<file path="config.mk">
export PLATFORM = sky130hd
export DESIGN_NAME = cbh_card_buffer
export DESIGN_NICKNAME = d
export VERILOG_FILES = /design/src/cbh_pkg.sv /design/src/cbh_card_buffer.sv
export SDC_FILE = /design/constraint.sdc
export NUM_CORES = 1
export LEC_CHECK = 0
export ABC_AREA = 1
export BUFFER_PORTS_ARGS = -buffer_cell sky130_fd_sc_hd__buf_2
export CAP_MARGIN = 20
export CORE_ASPECT_RATIO = 0.9
export CORE_MARGIN = 2
export CORE_UTILIZATION = 37
export DETAILED_ROUTE_END_ITERATION = 16
export GPL_TIMING_DRIVEN = 0
export PLACE_DENSITY = 0.64
export SLEW_MARGIN = 10
export SYNTH_ARGS = -nofsm -noshare
export SYNTH_HDL_FRONTEND = slang
export SYNTH_SLANG_ARGS = --single-unit
</file>
<file path="constraint.sdc">
create_clock -name REF_CLK -period 2.92 [get_ports REF_CLK]
set_input_delay 0.146 -clock REF_CLK [delete_from_list [all_inputs] [get_ports REF_CLK]]
set_output_delay 0.146 -clock REF_CLK [all_outputs]
set_load 0.005 [all_outputs]
</file>
<file path="src/cbh_pkg.sv">
// Constants for the card-buffer head and row synchronizer
package cbh_pkg;
	localparam logic [3:0] PH_T1  = 4'h1;
	localparam logic [3:0] PH_T2  = 4'h2;
	localparam logic [3:0] PH_T3  = 4'h3;
	localparam logic [3:0] PH_T7  = 4'h7;
	localparam logic [3:0] PH_T8  = 4'h8;
	localparam logic [3:0] PH_T10 = 4'hA;
	localparam logic [3:0] PH_T11 = 4'hB;
	localparam int BAND_WORDS = 200;
	localparam int HALF_WORDS = 100;
	localparam int READ_SETS  = 20;
	localparam logic [2:0] ROW_CLEAR = 3'h0;
	localparam logic [2:0] ROW_ONE   = 3'h1;
	localparam logic [2:0] ROW_TWO   = 3'h2;
	localparam logic [2:0] ROW_THREE = 3'h3;
	localparam logic [2:0] ROW_FOUR  = 3'h4;
	localparam logic [2:0] ROW_FIVE  = 3'h5;
	localparam logic [2:0] ROW_SIX   = 3'h6;
	localparam logic [7:0] LOC_RESET = 8'h00;
	localparam logic [4:0] CNT_RESET = 5'h00;

	typedef struct packed {
		logic [3:0] phase;
		logic [7:0] loc;
		logic       gap_meta;
		logic       gap_sync;
		logic       gap_prev;
		logic       gap_pend;
		logic       ph_meta;
		logic       ph_sync;
		logic       ph_prev;
		logic       ph_pend;
		logic       sync1;
		logic       sync2;
		logic [2:0] row;
		logic       lower;
		logic       h1_read;
		logic       h2_read;
		logic [4:0] h1_cnt;
		logic [4:0] h2_cnt;
		logic       mem_trig;
		logic       h2_write;
		logic [3:0] trk_en;
		logic [3:0] trk_dat;
		logic       counter_reset_pulse;
		logic       card_cycle_step;
		logic       src;
	} cbh_state_t;
endpackage : cbh_pkg

</file>
<file path="src/cbh_card_buffer.sv">
// Card-buffer head control and timing-disc row synchronizer
// Functional notes
// Buffer transfer sets head 1 read on reader half plus first sentinel, twenty times.
// Head 1 read set triggers storage write; its enable opens head 1 read gates.
// Head 2 write sets like head 1 but needs punch-half flag; cleared at t1B.
// Data and both coder gates open writes data; all closed nothing; coder only zeros.
// Shift register line carries zero as high level, one as low level.
// Row one or five writes bit to track 1; track 2 untouched; 3,4 zeros.
// Row two or six writes bit to track 2; track 1 untouched; 3,4 zeros.
// Row three writes bit to track 3; track 4 zeros; tracks 1,2 untouched.
// Row four writes bit to track 4; tracks 1 to 3 untouched.
// Buffer transfer sets head 2 read on punch half plus second sentinel, twenty times.
// Head 2 read set triggers storage write; its enable opens head 2 read gates.
// Gap clear-counter signal sets sync flip-flop 1 at t8B of alternate word.
// Alternate words are every second band word starting at location 001.
// Next alternate word t7B clears row counter and restores sync flip-flop 2.
// Same word t8B forces row twelve: count six, lower field.
// Forcing pulse gives counter reset, restores sync 1, asserts card-cycle step.
// Photocell sets sync 2 at t10B alternate; step gate fires next alternate t10B.
// Step gate output is step-row pulse; row twelve advances to row one.
// Sync flip-flop 2 restores after each step, ready for next photocell.
// Head flags tell which buffer half lies under head 1.
// Counts one to six upper field mean rows 1-6; lower field rows 7-12.
// Word timing is phases t1B to t11B; alternate-word flag toggles each word.
//
`timescale 1ns/10ps
module cbh_card_buffer #(
	parameter int NUM_WORDS = cbh_pkg::BAND_WORDS,
	parameter int NUM_READS = cbh_pkg::READ_SETS
) (
	input  wire logic       REF_CLK,
	input  wire logic       RST,
	input  wire logic       BUFFER_TRANSFER_FUNCTION,
	input  wire logic       FIRST_HALF_READ_SENTINEL,
	input  wire logic       SECOND_HALF_READ_SENTINEL,
	input  wire logic [3:0] WRITE_SENTINEL,
	input  wire logic       SHIFT_OUT_ACTIVE,
	input  wire logic       SHIFT_REGISTER_OUT_LINE,
	input  wire logic       CLEAR_COUNTER,
	input  wire logic       PHOTOCELL,
	output logic [3:0]      WORD_PHASE,
	output logic [7:0]      BAND_LOCATION,
	output logic            ALTERNATE_WORD,
	output logic            READER_HALF_UNDER_HEAD_ONE,
	output logic            PUNCH_HALF_UNDER_HEAD_ONE,
	output logic            HEAD_ONE_READ_SET,
	output logic            HEAD_ONE_READ_OUTPUT_ENABLE,
	output logic            HEAD_TWO_READ_SET,
	output logic            HEAD_TWO_READ_OUTPUT_ENABLE,
	output logic            STORAGE_WRITE_TRIGGER,
	output logic            HEAD_TWO_WRITE,
	output logic [3:0]      TRACK_WRITE_ENABLE,
	output logic [3:0]      TRACK_WRITE_DATA,
	output logic [2:0]      ROW_COUNT,
	output logic            LOWER_FIELD_FLAG,
	output logic            UPPER_FIELD_FLAG,
	output logic            COUNTER_RESET_PULSE,
	output logic            CARD_CYCLE_STEP,
	output logic            STEP_ROW_PULSE,
	output logic            PICKERKNIFE_RESTORE_ENABLE
);
	cbh_pkg::cbh_state_t st;
	cbh_pkg::cbh_state_t next_st;

	logic ew;
	logic reader_half;
	logic punch_half;
	logic gap_edge;
	logic ph_edge;
	logic row_one_or_five;
	logic row_two_or_six;
	logic row_three;
	logic row_four;
	logic rows_low;
	logic rows_high;
	logic write_cond;
	logic h1_set;
	logic h2_set;
	logic clear_gate;
	logic force_gate;
	logic step_gate;
	logic sr_bit;
	logic data_open;
	logic [3:0] coder_open;
	logic [3:0] data_gate;

	// odd band locations, so location 001 is the first alternate word
	assign ew = st.loc[0];
	// lower half of the band is the reader half
	assign reader_half = (32'(st.loc) < cbh_pkg::HALF_WORDS);
	assign punch_half  = !reader_half;
	// Only the second and third stages are looked at; the first may be metastable
	assign gap_edge = st.gap_sync && !st.gap_prev;
	assign ph_edge  = st.ph_sync && !st.ph_prev;

	// count plus field flag name the card row
	assign row_one_or_five = (st.row == cbh_pkg::ROW_ONE) || (st.row == cbh_pkg::ROW_FIVE);
	assign row_two_or_six  = (st.row == cbh_pkg::ROW_TWO) || (st.row == cbh_pkg::ROW_SIX);
	assign row_three       = (st.row == cbh_pkg::ROW_THREE);
	assign row_four        = (st.row == cbh_pkg::ROW_FOUR);
	assign rows_low  = (st.row >= cbh_pkg::ROW_ONE) && (st.row <= cbh_pkg::ROW_FOUR);
	assign rows_high = row_one_or_five && !(st.row == cbh_pkg::ROW_ONE) ||
		(st.row == cbh_pkg::ROW_SIX);
	// write sentinel bits gated by row group and field
	assign write_cond = (WRITE_SENTINEL[0] && rows_low && !st.lower) ||
		(WRITE_SENTINEL[1] && rows_high && !st.lower) ||
		(WRITE_SENTINEL[2] && rows_low && st.lower) ||
		(WRITE_SENTINEL[3] && rows_high && st.lower);

	// reader half with the first-half sentinel
	assign h1_set = BUFFER_TRANSFER_FUNCTION && reader_half && FIRST_HALF_READ_SENTINEL &&
		(st.phase == cbh_pkg::PH_T2) && (32'(st.h1_cnt) < NUM_READS) && !st.h1_read;
	// punch half with the second-half sentinel
	assign h2_set = BUFFER_TRANSFER_FUNCTION && punch_half && SECOND_HALF_READ_SENTINEL &&
		(st.phase == cbh_pkg::PH_T2) && (32'(st.h2_cnt) < NUM_READS) && !st.h2_read;

	// t7B of the alternate word after sync 1 was set
	assign clear_gate = st.sync1 && ew && (st.phase == cbh_pkg::PH_T7);
	// t8B of the same alternate word
	assign force_gate = st.sync1 && ew && (st.phase == cbh_pkg::PH_T8);
	// sync 2 was set on an earlier alternate word
	assign step_gate  = st.sync2 && ew && (st.phase == cbh_pkg::PH_T10);

	// line is active low for a one bit
	assign sr_bit    = !SHIFT_REGISTER_OUT_LINE;
	assign data_open = punch_half && SHIFT_OUT_ACTIVE;
	// track 1 gates on row one or five
	// track 2 gates on row two or six
	// track 3 coder opens unless row four
	// track 4 coder needs no row signal
	assign coder_open = {st.h2_write, st.h2_write && !row_four,
		st.h2_write && row_two_or_six, st.h2_write && row_one_or_five};
	assign data_gate  = {row_four, row_three, row_two_or_six, row_one_or_five} &
		{4{data_open}};

	always_comb
	begin
		next_st = st;
		// eleven phases per word, band location advances after t11B
		if (st.phase == cbh_pkg::PH_T11)
		begin
			next_st.phase = cbh_pkg::PH_T1;
			if (32'(st.loc) == NUM_WORDS - 1)
				next_st.loc = cbh_pkg::LOC_RESET;
			else
				next_st.loc = st.loc + 8'h01;
		end
		else
			next_st.phase = st.phase + 4'h1;

		next_st.gap_meta = CLEAR_COUNTER;
		next_st.gap_sync = st.gap_meta;
		next_st.gap_prev = st.gap_sync;
		next_st.ph_meta  = PHOTOCELL;
		next_st.ph_sync  = st.ph_meta;
		next_st.ph_prev  = st.ph_sync;
		next_st.counter_reset_pulse      = 1'b0;
		next_st.card_cycle_step     = 1'b0;
		next_st.src      = 1'b0;
		next_st.mem_trig = 1'b0;

		// read counts restart with each transfer instruction
		if (!BUFFER_TRANSFER_FUNCTION)
		begin
			next_st.h1_cnt = cbh_pkg::CNT_RESET;
			next_st.h2_cnt = cbh_pkg::CNT_RESET;
		end
		// restore late in the word, still inside the transfer
		if (st.phase == cbh_pkg::PH_T11 || !BUFFER_TRANSFER_FUNCTION)
		begin
			next_st.h1_read = 1'b0;
			next_st.h2_read = 1'b0;
		end
		// set triggers the main-storage write flip-flop
		if (h1_set)
		begin
			next_st.h1_read  = 1'b1;
			next_st.h1_cnt   = st.h1_cnt + 5'h01;
			next_st.mem_trig = 1'b1;
		end
		// same path for head 2
		if (h2_set)
		begin
			next_st.h2_read  = 1'b1;
			next_st.h2_cnt   = st.h2_cnt + 5'h01;
			next_st.mem_trig = 1'b1;
		end

		// restore at t1B, set at t3B over the punch half
		if (st.phase == cbh_pkg::PH_T1)
			next_st.h2_write = 1'b0;
		else if (st.phase == cbh_pkg::PH_T3 && punch_half && write_cond)
			next_st.h2_write = 1'b1;

		// coder only gives zeros, coder plus data gives the bit
		next_st.trk_en  = coder_open;
		next_st.trk_dat = coder_open & data_gate & {4{sr_bit}};

		// Gap and photocell edges wait for their alternate-word phase
		if (gap_edge)
			next_st.gap_pend = 1'b1;
		if (ph_edge)
			next_st.ph_pend = 1'b1;

		// clear the three row flip-flops, restore sync 2
		if (clear_gate)
		begin
			next_st.row   = cbh_pkg::ROW_CLEAR;
			next_st.sync2 = 1'b0;
		end
		// jam row twelve
		// reset pulse and card-cycle step, sync 1 restored
		if (force_gate)
		begin
			next_st.row   = cbh_pkg::ROW_SIX;
			next_st.lower = 1'b1;
			next_st.counter_reset_pulse   = 1'b1;
			next_st.card_cycle_step  = 1'b1;
			next_st.sync1 = 1'b0;
		end
		// step row; row twelve wraps to row one upper field
		// restore sync 2 after the step
		if (step_gate)
		begin
			next_st.src   = 1'b1;
			next_st.sync2 = 1'b0;
			if (st.row == cbh_pkg::ROW_SIX)
			begin
				next_st.row   = cbh_pkg::ROW_ONE;
				next_st.lower = !st.lower;
			end
			else
				next_st.row = st.row + 3'h1;
		end
		// set wins over any restore in the same cycle
		if (st.gap_pend && ew && st.phase == cbh_pkg::PH_T8)
		begin
			next_st.sync1    = 1'b1;
			next_st.gap_pend = gap_edge;
		end
		// photocell sets sync 2 at t10B of an alternate word
		if (st.ph_pend && ew && st.phase == cbh_pkg::PH_T10)
		begin
			next_st.sync2   = 1'b1;
			next_st.ph_pend = ph_edge;
		end
	end

	always_ff @(posedge REF_CLK)
	begin
		if (RST)
		begin
			st       <= '0;
			st.phase <= cbh_pkg::PH_T1;
		end
		else
			st <= next_st;
	end

	assign WORD_PHASE                  = st.phase;
	assign BAND_LOCATION               = st.loc;
	assign ALTERNATE_WORD              = ew;
	assign READER_HALF_UNDER_HEAD_ONE  = reader_half;
	assign PUNCH_HALF_UNDER_HEAD_ONE   = punch_half;
	assign HEAD_ONE_READ_SET           = st.h1_read;
	assign HEAD_ONE_READ_OUTPUT_ENABLE = st.h1_read;
	assign HEAD_TWO_READ_SET           = st.h2_read;
	assign HEAD_TWO_READ_OUTPUT_ENABLE = st.h2_read;
	assign STORAGE_WRITE_TRIGGER       = st.mem_trig;
	assign HEAD_TWO_WRITE              = st.h2_write;
	assign TRACK_WRITE_ENABLE          = st.trk_en;
	assign TRACK_WRITE_DATA            = st.trk_dat;
	assign ROW_COUNT                   = st.row;
	assign LOWER_FIELD_FLAG            = st.lower;
	assign UPPER_FIELD_FLAG            = !st.lower;
	assign COUNTER_RESET_PULSE         = st.counter_reset_pulse;
	assign CARD_CYCLE_STEP             = st.card_cycle_step;
	assign STEP_ROW_PULSE              = st.src;
	assign PICKERKNIFE_RESTORE_ENABLE  = st.sync2;
endmodule : cbh_card_buffer

</file>
# == Word-level counts from Yosys, hierarchy flattened ==
# Cells that the tools add are included.
# totals
register_bits,51
inputBits,13
output_inout_bits,38
elab_cells,139
# classes
add_sub_neg,5
order_cmp,5
n_eq_ne,16
mux,22
bitwise_logic,3
n_reduce_logical,63
# op_table
op,count
$logic_and 1x1->1,37
$and 4x4->4,3
$eq 4x4->1 const B,3
$mux 1,12
$add 5x1->5 const B,2
$logic_not 1->1,10
$lt 5x5->1 const B,2
$mux 10,1
$mux 5,2
$reduce_bool 2->1,5
$eq 3x3->1 const B,3
$add 8x1->8 const B,1
$eq 4x2->1 const B,2
$eq 8x8->1 const B,1
$lt 8x7->1 const B,1
$mux 4,2
$mux 8,1
$logic_or 1x1->1,7
$eq 3x2->1 const B,2
$mux 6,1
$reduce_bool 3->1,2
$add 4x1->4 const B,1
$eq 4x1->1 const B,1
$eq 4x3->1 const B,1
other kinds (8),11

# == Longest topological paths before layout ==
# logic_depth
ltp_word,10
mapped_depth,10
ltp_nobuf,10

# == Worst setup path before layout ==
# No wires, ideal clock.
# synth_path
path_kind,register to register
start,"reg st, in the netlist WORD_PHASE[0]"
end,"reg st, in the netlist BAND_LOCATION[3]"
setup_time_ns,0.124
arrival_time_ns,1.220
required_ns,2.796
slack_ns,1.575
path_stages_with_launch,6
n_path_buf,0
period_less_slack_ns,1.345
path_cell_list,dfxtp_1 -> ha_1 -> inv_1 -> nor2_2 -> a31oi_2 -> nor3b_2
# synth_via
elab_chain_len,1
# synth_lines
item,line,text
from (decl),cbh_card_buffer.sv:62,cbh_pkg::cbh_state_t st;
from (signal assigned),cbh_card_buffer.sv:257,st <= next_st;
$eq 4x4->1,cbh_card_buffer.sv:140,if (st.phase == cbh_pkg::PH_T11)
# No other way between the ends.
# A chain may end at the register's enable or synchronous reset.

# == Worst setup path in the final report ==
# layout_path
start,"reg st, in the netlist BAND_LOCATION[4]"
end,out PUNCH_HALF_UNDER_HEAD_ONE
# layout_via
elab_chain_len,2
# layout_lines
item,line,text
$lt 8x7->1,cbh_card_buffer.sv:90,assign reader_half = (32'(st.loc) < cbh_pkg::HALF_WORDS);
$logic_not 1->1,cbh_card_buffer.sv:91,assign punch_half = !reader_half;
to (decl),cbh_card_buffer.sv:45,"output logic PUNCH_HALF_UNDER_HEAD_ONE,"
# No other way between the ends.

==> impl_metrics.yaml <==
finish:
  area_growth_pct: 17.5
  n_antenna_cell: 0
  stdcell_count: 476
  num-fill-cells: 670
  final_cell_mix: "buf_2 (51), dfxtp_1 (50), nand2_1 (49), inv_1 (39), nor2_1 (39)"
  final_common_cell: "buf_2"
  fin_util: 0.449
  drive_gt1_frac: 0.282
  nets: 407
floorplan:
  die_area_um2: 7440
  ioPinCount: 51
  rows: 28
  coreArea_um2: 6550
  die_y_um: 82.1
  start_util: 0.382
  die_w_um: 90.7
synth:
  synth-seq-cells: 50
  async_flop_share: 0
  avgSynthCellArea_um2: 7.59
  synth_warnings: 0
  syn_area_um2: 2500
  synth-edff-count: 0
  seq_area_frac_synth: 0.400
  netlist_instances: 330
  ys.flop_type: "dfxtp_1"
  syn_nets: 351
  ys_types: 35
power_and_ir_drop:
  pwr-share-seq: 0.604
  p_leak_nw: 1.44
  p_sw_mw: 0.272
  vdd_drop_max_mv: 0.252
  pwr-share-comb: 0.069
  clkPwrFrac: 0.327
  internal-power_mw: 0.891
  swShare: 0.234
  power_density_nw_per_um2: 395
sta:
  drv_slew: 0
  finalHoldViolations: 0
  setup_tns_ns: 0
  relSlewSlack: 0.675
  fin_crit_ns: 1.59
  finalSetupViolCount: 0
  tightestPinTransition_ns: 0.487
  fmax_ghz: 0.628
  fin_skew_ns: 0.0119
  period_share: 0.545
  rsz0062_at_grt: "false"
place:
  port_buffers: 49
  gp_congestion: 0.844
  dpl.hpwl_um: 3900
  dp.cells: 469
clock_network:
  ctsHtreeMaxLevel: 2
  hold_buffers: 0
  postCtsSetupRepairBufs: 0
  clock_sinks: 50
  cts_buffers: 5
  cts_resized: 0
  cts_tree: "done"
  path_clk_slew_ns: 0.09
  cts-root-buf: "clkbuf_8"
  clk_latency_ns: 0.30
  clockBufferDepth: 2
hold_path:
  hp-class: "in2reg"
grt:
  grt_usage: 0.140
  overflow: 0
  antenna_found_initial: 0
  grt_pass1_wl_um: 8340
  grt_pass1_vias: 1859
  grt_max_degree: 15
worst_setup_path:
  worstSetupPathType: "reg2out"
  end_kind: "primary output"
  worst_ep_arrival_time_ns: 1.45
  cp-endpoint: "PUNCH_HALF_UNDER_HEAD_ONE"
  cp_max_fo: 8
  critPathLaunch: "BAND_LOCATION[4]"
  rr_startpoint: "WORD_PHASE[0]"
  critPathRequiredTime_ns: 2.77
  crit_slowest_cell: "dfxtp_1"
  reg2regPathDepth: 5
  cpPeakStageDelay_ns: 0.34
  worst_setup_path_start_kind: "flop"
  rr_endpoint: "BAND_LOCATION[3]"
  rrSetupSlack_ns: 1.35
  crit_chain: "buf_2 > nor2_2 > nand2_1 > nand2_1 > nand2_2 > buf_2"
route:
  first_iter_violations: 104
  vias_per_cell: 4.49
  wirelength_um: 5130
  firstDrtPassIters: 4
  antenna_left: 0
  avgRoutedWirePerCell_um: 10.8
  vias: 2139
  drc: 0
status:
  status: "finished clean"
flow_run:
  maxCapViolCount: 0
==> cell type report <==
class | instances | area (um^2) | share of cell area
sequential | 50 | 1000 | 0.340
tap | 90 | 113 | 0.0383
multi-input combinational | 204 | 1120 | 0.380
clock inverter | 1 | 7.51 | 0.00255
timing repair buffer | 49 | 245 | 0.0833
buffer | 33 | 225 | 0.0765
inverter | 43 | 161 | 0.0548
clock buffer | 6 | 72.6 | 0.0247
==> cells by family (layout without fill, tap and decap cells) <==
family,count (synthesis),after routing,share of synthesized area
AND/OR/NAND/NOR,153,153,0.301
buffers and inverters,76,132,0.154
flip-flops,50,50,0.400
AO/OA/AOI/OAI,40,40,0.0949
adder cells (fa/ha/maj),8,8,0.0400
XOR/XNOR,3,3,0.0105
==> synth_stat cells (2+ instances only) <==
cell      number  area share
dfxtp_1       50        0.40
nand2_1       49       0.073
inv_1         39       0.058
nor2_1        39       0.058
nand3_1       34       0.068
buf_4         26       0.078
a21oi_1       23       0.046
ha_1           8       0.040
nand4_1        7       0.017
o21ai_0        7       0.014
nor3_1         5       0.010
inv_2          4      0.0060
nor2_4         4       0.018
clkbuf_1       3      0.0045
nand2_2        3      0.0075
nor2_2         3      0.0075
xor2_1         3       0.010
buf_2          2      0.0040
nand2_4        2      0.0090
nor3_2         2      0.0080
o21a_1         2      0.0060
o32ai_1        2      0.0070
==> layer usage <==
metal  track usage  share of wire  routed length [um]  up-vias
li1              -              -                   -     1147
met1         0.187           0.51                2610      940
met2         0.222           0.44                2240       45
met3        0.0321          0.041                 211        7
met4        0.0569          0.014                  72        0
met5             0              0                   0        -
==> power groups by stage <==
stage | clock network (mW) | registers (mW) | logic [mW]
floorplan | 0 | 0.716 | 0.0548
global placement | 0 | 0.718 | 0.0801
detailed placement | 0 | 0.718 | 0.0801
CTS | 0.399 | 0.703 | 0.0809
global route | 0.418 | 0.704 | 0.0909
finish | 0.381 | 0.702 | 0.0797
==> sequential cells by signal, summed over array words and instances, names as in the netlist, 3 cells and up <==
register / count
TRACK_WRITE_DATA: 4
BAND_LOCATION: 8
WORD_PHASE: 4
TRACK_WRITE_ENABLE: 4
ROW_COUNT: 3
st: 15
next_st: 4
==> how the worst min path moves through the flow <==
stage	from	end	slack (ns)	cells past startpoint
6_report	CLEAR_COUNTER	next_st[37]	0.04	3
5_1_grt	CLEAR_COUNTER	next_st[37]	0.05	3
4_1_cts	CLEAR_COUNTER	next_st[37]	0.03	3
3_5_place_dp	PHOTOCELL	next_st[33]	0.35	3
3_3_place_gp	CLEAR_COUNTER	next_st[37]	0.35	3
2_1_floorplan	PHOTOCELL	next_st[33]	0.25	2
==> through the flow <==
stage	cell area [um^2]	worst slack, ns	hold WS, ns	power (mW)
final	2940	1.33	0.0354	1.16
after global placement	2860	1.36	0.347	0.798
after detailed placement	2860	1.38	0.354	0.799
after global routing	2940	1.22	0.0509	1.21
after floorplan	2500	1.58	0.253	0.771
after CTS	2940	1.29	0.0279	1.18
==> worst max-delay path, delay by kind of cell, from the launching register on <==
kind / cells / cell delay (ns)
buf+inv: 2 / 0.35
flops: 1 / 0.34
simple gates: 4 / 0.45
No activity file was read; power rests on OpenSTA's default activity.
